--- src/shared/vdc_params.svh ---
// Constants of the video decoder control register bank: offsets, reset values, fields.
// Assumes byte-wide registers placed one per 32-bit word (byte address = 4 * index).
`ifndef VDC_PARAMS_SVH
`define VDC_PARAMS_SVH

`define VDC_ADDR_W 10
`define VDC_RESP_OKAY 2'h0
`define VDC_RESP_SLVERR 2'h2
`define VDC_NUM_REGS 44
`define VDC_FLIP_BIT 6
`define VDC_POL_LSYNC_BIT 7
`define VDC_OFS_STATE 8'h10
`define VDC_OFS_INFO 8'h11
`define VDC_OFS_CLAMP_A 8'h15
`define VDC_OFS_SUBCARRIER_A 8'h23
`define VDC_OFS_CHROMA_GAIN_A 8'h2D
`define VDC_OFS_SHADOW_A 8'h31
`define VDC_OFS_LSYNC_A 8'h34
`define VDC_OFS_LSYNC_B 8'h35
`define VDC_OFS_LSYNC_C 8'h36
`define VDC_OFS_POLARITIES 8'h37
`define VDC_OFS_RESAMPLE 8'h44
// Upper nibbles of the registers whose low nibble has no defined power-on value, then the full line sync position reset bytes.
`define VDC_RST_CLAMP_A_HI 4'h6
`define VDC_RST_SUBCARRIER_A_HI 4'hE
`define VDC_RST_SHADOW_A_HI 4'h7
`define VDC_RST_CHROMA_GAIN_A_HI 4'hF
`define VDC_RST_LSYNC_A 8'h0F
`define VDC_RST_LSYNC_B 8'h01
`define VDC_RST_LSYNC_C 8'h00
// Each table entry is {index, reset value}; undefined reset bits are loaded as zero.
`define VDC_REG_INPUT_SELECT {8'h00, 8'h00}
`define VDC_REG_VIDEO_STANDARD_SELECT {8'h01, 8'h80}
`define VDC_REG_PICTURE_ENHANCEMENT {8'h02, 8'h04}
`define VDC_REG_OUTPUT_FORMAT {8'h03, 8'h0C}
`define VDC_REG_OUTPUT_FORMAT_EXT {8'h04, 8'h0C}
`define VDC_REG_SPARE_OUTPUTS {8'h05, 8'h40}
`define VDC_REG_OUTPUT_QUEUE_SETUP {8'h07, 8'h04}
`define VDC_REG_CONTRAST_LEVEL {8'h08, 8'h80}
`define VDC_REG_SATURATION_LEVEL {8'h09, 8'h80}
`define VDC_REG_BRIGHTNESS_LEVEL {8'h0A, 8'h00}
`define VDC_REG_HUE_LEVEL {8'h0B, 8'h00}
`define VDC_REG_LUMA_FILL_VALUE {8'h0C, 8'h10}
`define VDC_REG_CHROMA_FILL_VALUE {8'h0D, 8'h88}
`define VDC_REG_FIELD_DROP_SETUP {8'h0E, 8'h00}
`define VDC_REG_POWER_MODES {8'h0F, 8'h00}
`define VDC_REG_DECODER_STATE {`VDC_OFS_STATE, 8'h00}
`define VDC_REG_DECODER_INFO {`VDC_OFS_INFO, 8'h00}
`define VDC_REG_ANALOG_INTERNAL {8'h13, 8'h45}
`define VDC_REG_ANALOG_CLAMP {8'h14, 8'h18}
`define VDC_REG_DIGITAL_CLAMP_A {`VDC_OFS_CLAMP_A, `VDC_RST_CLAMP_A_HI, 4'h0}
`define VDC_REG_DIGITAL_CLAMP_B {8'h16, 8'h00}
`define VDC_REG_SHAPING_FILTER {8'h17, 8'h01}
`define VDC_REG_COMB_FILTER {8'h19, 8'h10}
`define VDC_REG_SUBCARRIER_A {`VDC_OFS_SUBCARRIER_A, `VDC_RST_SUBCARRIER_A_HI, 4'h0}
`define VDC_REG_MANUAL_CLOCK_A {8'h28, 8'h00}
`define VDC_REG_MANUAL_CLOCK_B {8'h29, 8'h00}
`define VDC_REG_MANUAL_CLOCK_C {8'h2A, 8'h00}
`define VDC_REG_AUTOMATIC_CLOCKING {8'h2B, 8'hA0}
`define VDC_REG_GAIN_LOOP_MODE {8'h2C, 8'hCE}
`define VDC_REG_CHROMA_GAIN_A {`VDC_OFS_CHROMA_GAIN_A, `VDC_RST_CHROMA_GAIN_A_HI, 4'h0}
`define VDC_REG_CHROMA_GAIN_B {8'h2E, 8'h00}
`define VDC_REG_LUMA_GAIN_A {8'h2F, 8'h00}
`define VDC_REG_LUMA_GAIN_B {8'h30, 8'h00}
`define VDC_REG_GAIN_SHADOW_A {`VDC_OFS_SHADOW_A, `VDC_RST_SHADOW_A_HI, 4'h0}
`define VDC_REG_GAIN_SHADOW_B {8'h32, 8'h00}
`define VDC_REG_GAIN_MISC {8'h33, 8'hE3}
`define VDC_REG_LINE_SYNC_POSITION_A {`VDC_OFS_LSYNC_A, `VDC_RST_LSYNC_A}
`define VDC_REG_LINE_SYNC_POSITION_B {`VDC_OFS_LSYNC_B, `VDC_RST_LSYNC_B}
`define VDC_REG_LINE_SYNC_POSITION_C {`VDC_OFS_LSYNC_C, `VDC_RST_LSYNC_C}
`define VDC_REG_SIGNAL_POLARITIES {`VDC_OFS_POLARITIES, 8'h00}
`define VDC_REG_RESAMPLE_SETUP {`VDC_OFS_RESAMPLE, 8'h01}
`define VDC_REG_FIXED_PATTERN_A {8'h45, 8'h23}
`define VDC_REG_FIXED_PATTERN_B {8'hF1, 8'hF6}
`define VDC_REG_FIXED_PATTERN_C {8'hF2, 8'h9C}

`endif

--- src/shared/vdc_pkg.sv ---
// Types of the video decoder control register bank.
// Assumes the constants of vdc_params.svh are included by the user.
package vdc_pkg;

	// Result of decoding one register index.
	typedef struct packed {
		logic hit;
		logic ro;
		logic [7:0] rst;
	} vdc_slot_t;

	// Live state that the status register reports.
	typedef struct packed {
		logic [5:0] zero;
		logic line_sync;
		logic realtime_out;
	} vdc_state_t;

endpackage : vdc_pkg

--- src/hw/vdc_regs.sv ---
// Control register bank of a video decoder with an AXI4-Lite slave port.
// Assumes a 20 MHz clock_i that also paces the line sync pixel count.
//
// The AXI4-Lite slave port was left to the implementer.
`timescale 1ns/1ps
`include "vdc_params.svh"

module vdc_regs #(
	parameter int ADDR_W = `VDC_ADDR_W
) (
	input wire logic clock_i,
	input wire logic nrst_i,
	input wire logic [ADDR_W-1:0] s_axi_awaddr_i,
	input wire logic s_axi_awvalid_i,
	output logic s_axi_awready_o,
	input wire logic [31:0] s_axi_wdata_i,
	input wire logic [3:0] s_axi_wstrb_i,
	input wire logic s_axi_wvalid_i,
	output logic s_axi_wready_o,
	output logic [1:0] s_axi_bresp_o,
	output logic s_axi_bvalid_o,
	input wire logic s_axi_bready_i,
	input wire logic [ADDR_W-1:0] s_axi_araddr_i,
	input wire logic s_axi_arvalid_i,
	output logic s_axi_arready_o,
	output logic [31:0] s_axi_rdata_o,
	output logic [1:0] s_axi_rresp_o,
	output logic s_axi_rvalid_o,
	input wire logic s_axi_rready_i,
	input wire logic subcarrier_lock_bit_i,
	input wire logic line_sync_fall_i,
	output logic realtime_control_output_o,
	output logic line_sync_o
);

	////////////////////////////////////////////////////////////////////////////
	// Register table and decoding.

	localparam logic [15:0] VDC_TABLE [`VDC_NUM_REGS] = '{
		`VDC_REG_INPUT_SELECT,
		`VDC_REG_VIDEO_STANDARD_SELECT,
		`VDC_REG_PICTURE_ENHANCEMENT,
		`VDC_REG_OUTPUT_FORMAT,
		`VDC_REG_OUTPUT_FORMAT_EXT,
		`VDC_REG_SPARE_OUTPUTS,
		`VDC_REG_OUTPUT_QUEUE_SETUP,
		`VDC_REG_CONTRAST_LEVEL,
		`VDC_REG_SATURATION_LEVEL,
		`VDC_REG_BRIGHTNESS_LEVEL,
		`VDC_REG_HUE_LEVEL,
		`VDC_REG_LUMA_FILL_VALUE,
		`VDC_REG_CHROMA_FILL_VALUE,
		`VDC_REG_FIELD_DROP_SETUP,
		`VDC_REG_POWER_MODES,
		`VDC_REG_DECODER_STATE,
		`VDC_REG_DECODER_INFO,
		`VDC_REG_ANALOG_INTERNAL,
		`VDC_REG_ANALOG_CLAMP,
		`VDC_REG_DIGITAL_CLAMP_A,
		`VDC_REG_DIGITAL_CLAMP_B,
		`VDC_REG_SHAPING_FILTER,
		`VDC_REG_COMB_FILTER,
		`VDC_REG_SUBCARRIER_A,
		`VDC_REG_MANUAL_CLOCK_A,
		`VDC_REG_MANUAL_CLOCK_B,
		`VDC_REG_MANUAL_CLOCK_C,
		`VDC_REG_AUTOMATIC_CLOCKING,
		`VDC_REG_GAIN_LOOP_MODE,
		`VDC_REG_CHROMA_GAIN_A,
		`VDC_REG_CHROMA_GAIN_B,
		`VDC_REG_LUMA_GAIN_A,
		`VDC_REG_LUMA_GAIN_B,
		`VDC_REG_GAIN_SHADOW_A,
		`VDC_REG_GAIN_SHADOW_B,
		`VDC_REG_GAIN_MISC,
		`VDC_REG_LINE_SYNC_POSITION_A,
		`VDC_REG_LINE_SYNC_POSITION_B,
		`VDC_REG_LINE_SYNC_POSITION_C,
		`VDC_REG_SIGNAL_POLARITIES,
		`VDC_REG_RESAMPLE_SETUP,
		`VDC_REG_FIXED_PATTERN_A,
		`VDC_REG_FIXED_PATTERN_B,
		`VDC_REG_FIXED_PATTERN_C
	};

	// Maps a register index to presence, access and reset value; used at elaboration and on both bus paths.
	function automatic vdc_pkg::vdc_slot_t vdc_lookup(input logic [7:0] idx);
		vdc_lookup = '{hit: 1'b0, ro: 1'b0, rst: 8'h00};
		for (int i = 0; i < `VDC_NUM_REGS; i++) begin
			if (VDC_TABLE[i][15:8] == idx) begin
				vdc_lookup.hit = 1'b1;
				vdc_lookup.rst = VDC_TABLE[i][7:0];
			end
		end
		vdc_lookup.ro = (idx == `VDC_OFS_STATE) || (idx == `VDC_OFS_INFO);
	endfunction : vdc_lookup

	// The index sits above the two byte-offset bits, so a narrower address bus cannot reach 0xF2.
	if (ADDR_W < `VDC_ADDR_W) begin : g_bad_width
		$error("ADDR_W too small for the register map");
	end

	////////////////////////////////////////////////////////////////////////////
	// Reset release.

	logic rst_meta_reg;
	logic rst_n;

	// Assertion is immediate, release waits two edges so no flop leaves reset on a partial edge.
	always_ff @(posedge clock_i or negedge nrst_i) begin
		if (!nrst_i) begin
			rst_meta_reg <= 1'b0;
			rst_n <= 1'b0;
		end else begin
			rst_meta_reg <= 1'b1;
			rst_n <= rst_meta_reg;
		end
	end

	////////////////////////////////////////////////////////////////////////////
	// Write channel.

	logic [7:0] wr_idx_reg;
	logic [7:0] wr_data_reg;
	logic wr_lane_reg;
	logic have_aw_reg;
	logic have_w_reg;
	logic wr_do;
	vdc_pkg::vdc_slot_t wr_slot;

	assign wr_do = have_aw_reg && have_w_reg && !s_axi_bvalid_o;
	assign wr_slot = vdc_lookup(wr_idx_reg);

	// Address and data are captured independently, in either order.
	always_ff @(posedge clock_i or negedge rst_n) begin
		if (!rst_n) begin
			have_aw_reg <= 1'b0;
			wr_idx_reg <= 8'h00;
			s_axi_awready_o <= 1'b1;
		end else if (s_axi_awvalid_i && s_axi_awready_o) begin
			have_aw_reg <= 1'b1;
			wr_idx_reg <= s_axi_awaddr_i[9:2];
			s_axi_awready_o <= 1'b0;
		end else if (s_axi_bvalid_o && s_axi_bready_i) begin
			have_aw_reg <= 1'b0;
			s_axi_awready_o <= 1'b1;
		end
	end

	// Only byte lane 0 carries register data; other lanes are ignored.
	always_ff @(posedge clock_i or negedge rst_n) begin
		if (!rst_n) begin
			have_w_reg <= 1'b0;
			wr_data_reg <= 8'h00;
			wr_lane_reg <= 1'b0;
			s_axi_wready_o <= 1'b1;
		end else if (s_axi_wvalid_i && s_axi_wready_o) begin
			have_w_reg <= 1'b1;
			wr_data_reg <= s_axi_wdata_i[7:0];
			wr_lane_reg <= s_axi_wstrb_i[0];
			s_axi_wready_o <= 1'b0;
		end else if (s_axi_bvalid_o && s_axi_bready_i) begin
			have_w_reg <= 1'b0;
			s_axi_wready_o <= 1'b1;
		end
	end

	// Response follows both halves; unmapped indices answer SLVERR.
	always_ff @(posedge clock_i or negedge rst_n) begin
		if (!rst_n) begin
			s_axi_bvalid_o <= 1'b0;
			s_axi_bresp_o <= `VDC_RESP_OKAY;
		end else if (wr_do) begin
			s_axi_bvalid_o <= 1'b1;
			s_axi_bresp_o <= wr_slot.hit ? `VDC_RESP_OKAY : `VDC_RESP_SLVERR;
		end else if (s_axi_bready_i) begin
			s_axi_bvalid_o <= 1'b0;
		end
	end

	////////////////////////////////////////////////////////////////////////////
	// Register storage, one flop byte per mapped writable index.

	logic [7:0] mem [256];

	for (genvar g = 0; g < 256; g++) begin : g_mem
		localparam vdc_pkg::vdc_slot_t SLOT = vdc_lookup(8'(g));
		if (SLOT.hit && !SLOT.ro) begin : g_flop
			logic [7:0] cell_reg;

			// Undefined reset bits come up as zero so the block never starts unknown.
			always_ff @(posedge clock_i or negedge rst_n) begin
				if (!rst_n) begin
					cell_reg <= SLOT.rst;
				end else if (wr_do && wr_lane_reg && wr_idx_reg == 8'(g)) begin
					cell_reg <= wr_data_reg;
				end
			end

			// Each array element has exactly one driver: here a plain continuous copy of its cell, in g_none a constant zero.
			assign mem[g] = cell_reg;
		end else begin : g_none
			assign mem[g] = 8'h00;
		end
	end

	////////////////////////////////////////////////////////////////////////////
	// Read channel.

	vdc_pkg::vdc_state_t state;
	vdc_pkg::vdc_slot_t rd_slot;
	logic [9:0] cnt_reg;
	logic [7:0] rd_idx;
	logic [7:0] rd_byte;

	assign state = '{zero: 6'h00, line_sync: line_sync_o, realtime_out: realtime_control_output_o};
	assign rd_idx = s_axi_araddr_i[9:2];
	assign rd_slot = vdc_lookup(rd_idx);

	// Status shows live outputs; info shows the low bits of the pixel count.
	always_comb begin
		case (rd_idx)
			`VDC_OFS_STATE: rd_byte = state;
			`VDC_OFS_INFO: rd_byte = cnt_reg[7:0];
			default: rd_byte = mem[rd_idx];
		endcase
	end

	// One read at a time; data is answered the edge after the address is taken.
	always_ff @(posedge clock_i or negedge rst_n) begin
		if (!rst_n) begin
			s_axi_arready_o <= 1'b1;
			s_axi_rvalid_o <= 1'b0;
			s_axi_rdata_o <= 32'h0000_0000;
			s_axi_rresp_o <= `VDC_RESP_OKAY;
		end else if (s_axi_arvalid_i && s_axi_arready_o) begin
			s_axi_arready_o <= 1'b0;
			s_axi_rvalid_o <= 1'b1;
			s_axi_rdata_o <= {24'h00_0000, rd_slot.hit ? rd_byte : 8'h00};
			s_axi_rresp_o <= rd_slot.hit ? `VDC_RESP_OKAY : `VDC_RESP_SLVERR;
		end else if (s_axi_rvalid_o && s_axi_rready_i) begin
			s_axi_arready_o <= 1'b1;
			s_axi_rvalid_o <= 1'b0;
		end
	end

	////////////////////////////////////////////////////////////////////////////
	// Realtime control output.

	logic flip;

	assign flip = mem[`VDC_OFS_RESAMPLE][`VDC_FLIP_BIT];

	// Registered so the output pin never sees a glitch from the register write.
	always_ff @(posedge clock_i or negedge rst_n) begin
		if (!rst_n) begin
			realtime_control_output_o <= 1'b0;
		end else begin
			realtime_control_output_o <= subcarrier_lock_bit_i ^ flip;
		end
	end

	////////////////////////////////////////////////////////////////////////////
	// Line sync generator.

	logic run_reg;
	logic [9:0] line_sync_begin_count;
	logic [9:0] line_sync_end_count;
	logic active;
	logic pol;

	assign line_sync_begin_count = {mem[`VDC_OFS_LSYNC_A][7:6], mem[`VDC_OFS_LSYNC_B]};
	assign line_sync_end_count = {mem[`VDC_OFS_LSYNC_A][5:4], mem[`VDC_OFS_LSYNC_C]};
	assign pol = mem[`VDC_OFS_POLARITIES][`VDC_POL_LSYNC_BIT];
	assign active = run_reg && cnt_reg >= line_sync_begin_count && cnt_reg < line_sync_end_count;

	// Counts pixels from the incoming fall; saturates so a lost sync cannot wrap into a new pulse.
	always_ff @(posedge clock_i or negedge rst_n) begin
		if (!rst_n) begin
			run_reg <= 1'b0;
			cnt_reg <= 10'h000;
		end else if (line_sync_fall_i) begin
			run_reg <= 1'b1;
			cnt_reg <= 10'h000;
		end else if (run_reg && cnt_reg != 10'h3FF) begin
			cnt_reg <= cnt_reg + 10'h001;
		end
	end

	// Polarity register bit 7 chooses an active-low pulse.
	always_ff @(posedge clock_i or negedge rst_n) begin
		if (!rst_n) begin
			line_sync_o <= 1'b0;
		end else begin
			line_sync_o <= active ^ pol;
		end
	end
endmodule : vdc_regs

--- config.mk ---
export PLATFORM = sky130hd
export DESIGN_NAME = vdc_regs
export DESIGN_NICKNAME = d
export VERILOG_FILES = /design/src/shared/vdc_pkg.sv /design/src/hw/vdc_regs.sv
export VERILOG_INCLUDE_DIRS = /design/src /design/src/shared
export SDC_FILE = /design/constraint.sdc
export NUM_CORES = 1
export LEC_CHECK = 0
export BUFFER_PORTS_ARGS = -buffer_cell sky130_fd_sc_hd__buf_2
export CAP_MARGIN = 40
export CORE_UTILIZATION = 35
export DETAILED_ROUTE_END_ITERATION = 12
export SETUP_SLACK_MARGIN = 0.2
export SYNTH_ARGS = -nofsm -noshare
export SYNTH_HDL_FRONTEND = slang
export SYNTH_SLANG_ARGS = --single-unit
--- constraint.sdc ---
create_clock -name clock_i -period 31.5 [get_ports clock_i]
set_input_delay 4.725 -clock clock_i [delete_from_list [all_inputs] [get_ports clock_i]]
set_output_delay 4.725 -clock clock_i [all_outputs]
set_load 0.05 [all_outputs]
==> flow_summary_export.csv, run 1 <==
group,metric,value,unit
timing,max_freq,131,MHz
critical_path,cp.arrival,8120,ps
detailed_routing,drt-initial-drc-count,891,
power,powerDensity,63.6,mW/mm²
detailed_routing,drt-total-wl,47300,µm
critical_path,worstPathRequired,31990,ps
place,port_buffers,50,
synthesis,synth_edf_count,0,
run_status,status,"finished, violations left",
die,pin_count,108,
synthesis,ys.flop_type,"dfrtp_1",
critical_path,reg2reg_slack,28820,ps
grt,grt.total_usage,0.178,
detailed_routing,viasPerCell,5.49,
clock_network,cts_setup_buffers,0,
layout,drive_gt1_frac,0.432,
clock_network,clkSlewWorstSetupHoldPaths,60,ps
die,die-area,0.0549,mm²
critical_path,crit_fanout,59,
run,drv_cap,0,
layout,layoutNonFillerInstCount,2156,
layout,post-route-cell-area,0.0210,mm²
layout,num-nets-final,1521,
clock_network,htreeDepth,2,
synthesis,async_reset_ff_frac,1.00,
place,gp_congestion,0.865,
layout,syn2layout_area_growth,11.4,%
clock_network,clock_sinks,385,
clock_network,clockRootBuffer,"clkbuf_16",
timing,finClkSkew,24.3,ps
synthesis,syn-cell-area,0.0189,mm²
timing,setup_viol,0,
power,peakVddDrop,39.5,µV
clock_network,clock_path_buffers,3,
detailed_routing,wl_per_cell,21.9,µm
critical_path,cp_top_family,"simple AND/OR/NAND/NOR gates",
clock_network,cts_resized,0,
grt,grt_pass1_vias,12100,
critical_path,critPathLaunchType,"input port",
die,die_w,234,µm
layout,largest_reg_flops,336,
clock_network,cts_tree,"yes",
timing,setup-tns-final,0,ps
layout,fin_util,0.397,
synthesis,syn_avg_cell_area,13.4,µm²
detailed_routing,firstDrtPassIters,11,
layout,antenna_cells,0,
synthesis,synthCells,1407,
clock_network,numCtsBuffers,43,
place,dp_slack,23320,ps
critical_path,cp_slowest_cell,"buf_4",
critical_path,critPathKind,"in2reg",
layout,n_fill_cell,4969,
critical_path,endpoint_kind,"flip-flop",
timing,slew_headroom,0.193,
die,fp-row-count,84,
timing,layout_worst_path_cycle_share,0.242,
run_status,violations,"DRC",
clock_network,hold_buffers,0,
grt,grt_overflow,0,
timing,fin_ws,23870,ps
place,place_area,0.0197,mm²
synthesis,synth_seq_area_share,0.515,
detailed_routing,antenna_left,0,
timing,finalHoldViolations,0,
grt,antenna_found_initial,0,
synthesis,synth_cell_types,81,
timing,finalMaxSlewViolations,0,
die,core_area,0.0530,mm²
detailed_routing,num_vias,11800,
synthesis,synth.top_cell.area_share,0.423,
power,p_leak,9.77,nW
clock_network,clock_latency,560,ps
die,start_util,0.356,
timing,rsz0062_at_grt,"no",
synthesis,ys_warn_count,0,
timing,period_minus_slack,7630,ps
synthesis,netlist_top_cells_area,"dfrtp_1, mux2_2, dfstp_2, mux4_2, mux2i_1",
die,die_y,234,µm
grt,grt_pass1_wl,74000,µm
synthesis,synth_largest_area_cell,"dfrtp_1",
place,post-dp-hpwl,30900,µm
critical_path,path_cells,"buf_6, buf_4, nor2b_1, a22oi_1, o21ai_0, o211ai_1, or4_1, o21ai_1",
critical_path,max_stage_delay,750,ps
min_path,min_path_type,"reg2reg",
place,place_inst,2079,
synthesis,ys_seq_elements,385,
timing,worst_pin_slew,1210,ps
detailed_routing,drc,12,
critical_path,critical_path_buf_inv_count,2,
grt,grt_max_degree,193,
cells in the final DEF, fill, tap and decap left out, types with 30 or more instances in the layout:
| master | instances |
|---|---|
| buf_2 | 48 |
| nand2_1 | 79 |
| mux2i_1 | 30 |
| dfstp_2 | 66 |
| mux2_2 | 365 |
| nor2_1 | 35 |
| clkbuf_16 | 43 |
| dfrtp_1 | 318 |
| mux4_2 | 47 |
cell type report:
class | instances | area (µm²) | area share
clock buffer | 68 | 1260 | 0.0599
clock inverter | 9 | 103 | 0.00488
inverter | 27 | 101 | 0.00482
multi-input combinational | 904 | 8490 | 0.404
sequential | 385 | 9720 | 0.462
tap | 688 | 861 | 0.0409
timing repair buffer | 75 | 499 | 0.0237
per-stage QoR:
stage | power, W | hold WS [ps]
after floorplan | 0.000773 | 331
after global placement | 0.000850 | 338
after detailed placement | 0.000861 | 339
after CTS | 0.00135 | 351
after global routing | 0.00140 | 353
final | 0.00134 | 350
cell usage after synthesis, types with 4 or more instances:
library cell,instances
a211oi_1,4
a21oi_1,25
a221oi_1,4
a22oi_1,11
a31oi_1,16
a32oi_1,9
and3_1,9
buf_2,25
buf_4,35
buf_6,6
clkbuf_1,45
dfrtp_1,319
dfstp_2,66
ha_1,20
inv_1,27
mux2_2,365
mux2i_1,30
mux4_1,10
mux4_2,47
nand2_1,79
nand2b_1,15
nand3_1,27
nand4_1,11
nor2_1,35
nor2_2,6
nor2b_1,11
nor3_1,10
nor4_1,6
o211ai_1,7
o21a_1,4
o21ai_0,26
o22ai_1,7
o2bb2ai_1,6
o31ai_1,5
or2_2,4
or4_1,4
xor2_1,7
report_power, final:
group	leakage, nW	switching, W	internal, W
sequential	5.07	0.0000533	0.000549
combinational	4.03	0.000166	0.0000825
clock	0.670	0.000197	0.000290
worst paths after layout:
kind	startpoint	to	cells after the start
max reg2reg	s_axi_bvalid_o	g_mem[41].g_flop.cell_reg[5]	5
min	rst_meta_reg	rst_n	0
min reg2reg	rst_meta_reg	rst_n	0
max in group asynchronous	nrst_i	rst_n	1
min in group asynchronous	rst_n	g_mem[15].g_flop.cell_reg[4]	0
max	s_axi_araddr_i[2]	s_axi_rdata_o[3]	8
kinds of logic after synthesis:
logic type,Yosys count,share of synthesized area
fa+ha+maj,20,0.0133
simple gates,245,0.0687
other cells,2,0.000398
mux,452,0.304
buf+inv,143,0.0404
xor+xnor,9,0.00418
flops,385,0.515
compound gates,151,0.0547
layer usage:
metal  global-route usage  wire length (µm)
met5                    0                 0
met4               0.0578              1280
met3               0.0351              2800
met2                0.272             21600
met1                0.251             21500
Note: power is estimated with default switching activity, not from simulation.
==> run 2: changes to the inputs <==
clock period = 6.5 ns   (was 31.5 ns; I/O delays follow)
==> flow_summary_export.csv, run 2 (synthesis gave the netlist of run 1 again) <==
group,metric,value,unit
grt,grt_max_degree,182,
timing,setup-tns-final,0,ps
critical_path,worstPathRequired,6970,ps
critical_path,critPathKind,"in2reg",
timing,fin_ws,2990,ps
detailed_routing,firstDrtPassIters,9,
critical_path,cp.arrival,3990,ps
clock_network,clock_latency,550,ps
die,start_util,0.356,
run,drv_cap,0,
run_status,status,"finished, violations left",
critical_path,critPathLaunchType,"input port",
layout,final_cell_mix,"mux2_2, dfrtp_1, nand2_1",
timing,finalHoldViolations,0,
die,die_w,234,µm
detailed_routing,drt-initial-drc-count,814,
critical_path,endpoint_kind,"flip-flop",
clock_network,clock_sinks,385,
clock_network,htreeDepth,2,
timing,finalMaxSlewViolations,0,
power,powerDensity,313,mW/mm²
layout,largest_reg_flops,336,
timing,worst_pin_slew,1080,ps
timing,slew_headroom,0.280,
place,port_buffers,50,
clock_network,clkSlewWorstSetupHoldPaths,60,ps
place,place_area,0.0196,mm²
timing,finClkSkew,24.3,ps
critical_path,crit_fanout,53,
grt,antenna_found_initial,1,
clock_network,numCtsBuffers,42,
detailed_routing,drc,26,
layout,post-route-cell-area,0.0211,mm²
detailed_routing,drt-total-wl,47100,µm
power,p_leak,9.79,nW
grt,grt_overflow,0,
die,fp-row-count,84,
grt,grt.total_usage,0.176,
min_path,min_path_type,"in2async",
clock_network,clockRootBuffer,"clkbuf_16",
timing,layout_worst_path_cycle_share,0.541,
layout,drive_gt1_frac,0.434,
die,pin_count,108,
clock_network,cts_setup_buffers,0,
timing,setup_viol,0,
detailed_routing,antenna_left,0,
detailed_routing,num_vias,11800,
clock_network,cts_tree,"yes",
run_status,violations,"DRC",
die,die-area,0.0549,mm²
layout,num-nets-final,1517,
die,die_y,234,µm
place,post-dp-hpwl,31200,µm
timing,max_freq,285,MHz
clock_network,cts_resized,0,
power,peakVddDrop,197,µV
power,p_total,0.00661,W
place,dp_slack,2460,ps
timing,rsz0062_at_grt,"no",
layout,n_fill_cell,4965,
detailed_routing,wl_per_cell,21.9,µm
die,core_area,0.0530,mm²
place,gp_congestion,0.918,
timing,period_minus_slack,3510,ps
layout,layout_commonest_cell,"mux2_2",
clock_network,hold_buffers,0,
grt,grt_pass1_vias,11900,
clock_network,clock_path_buffers,3,
grt,grt_pass1_wl,74100,µm
detailed_routing,viasPerCell,5.48,
layout,syn2layout_area_growth,11.7,%
[run 2: cell types whose count changed in the layout (fill, tap and decap cells not counted)]
cell       before  now
buf_16          2    1
diode_2         0    2
inv_6           1    2
clkinv_2        5    7
clkinv_4        1    0
clkbuf_1       16   11
bufinv_16       2    5
buf_4          23   21
[run 2: power by group]
group | internal (W) | switching [W] | total (W)
logic | 0.000397 | 0.000803 | 0.00120
clock network | 0.00152 | 0.000974 | 0.00249
registers | 0.00266 | 0.000255 | 0.00291
[run 2: worst paths after layout]
path,start,to,slack (ps),cells past startpoint
setup / recovery,s_axi_araddr_i[2],s_axi_rdata_o[3],2990,8
hold / removal,nrst_i,rst_n,200,1
setup reg to reg,s_axi_bvalid_o,g_mem[52].g_flop.cell_reg[4],3600,6
hold reg to reg,rst_meta_reg,rst_n,340,0
max in group asynchronous,rst_n,cnt_reg[8],4560,1
min in group clock_i,rst_meta_reg,rst_n,340,0
[run 2: metrics by stage]
step / cells / hold WS, ps / utilization
floorplan: 1432 / 331 / -
global placement: 2073 / 335 / 0.370
detailed placement: 2076 / 337 / 0.371
CTS: 2153 / 178 / 0.398
global route: 2153 / 177 / 0.398
finish: 2155 / 199 / 0.398
[run 2: layer usage]
metal	vias up	global-route usage	wire length, µm
met3	50	0.0254	2170
met4	2	0.0418	816
met5	-	0.0152	115
li1	5205	-	-
met1	6264	0.258	22300
met2	278	0.273	21700
[run 2: area by class of cell]
cell class	count	area [µm²]	share of cell area
Multi-Input combinational cell	904	8490	0.403
Timing Repair Buffer	72	457	0.0217
Inverter	27	101	0.00481
Tap cell	688	861	0.0408
Sequential cell	385	9720	0.461
Clock buffer	63	1240	0.0589
Clock inverter	14	203	0.00961
Antenna cell	2	5.00	0.000237
[run 2: worst max-delay path: stages]
cell and delay, ps:
buf_6 570, buf_4 530, nor2b_1 670, a22oi_1 150, o21ai_0 230, o211ai_1 120, or4_1 580, o21ai_1 130
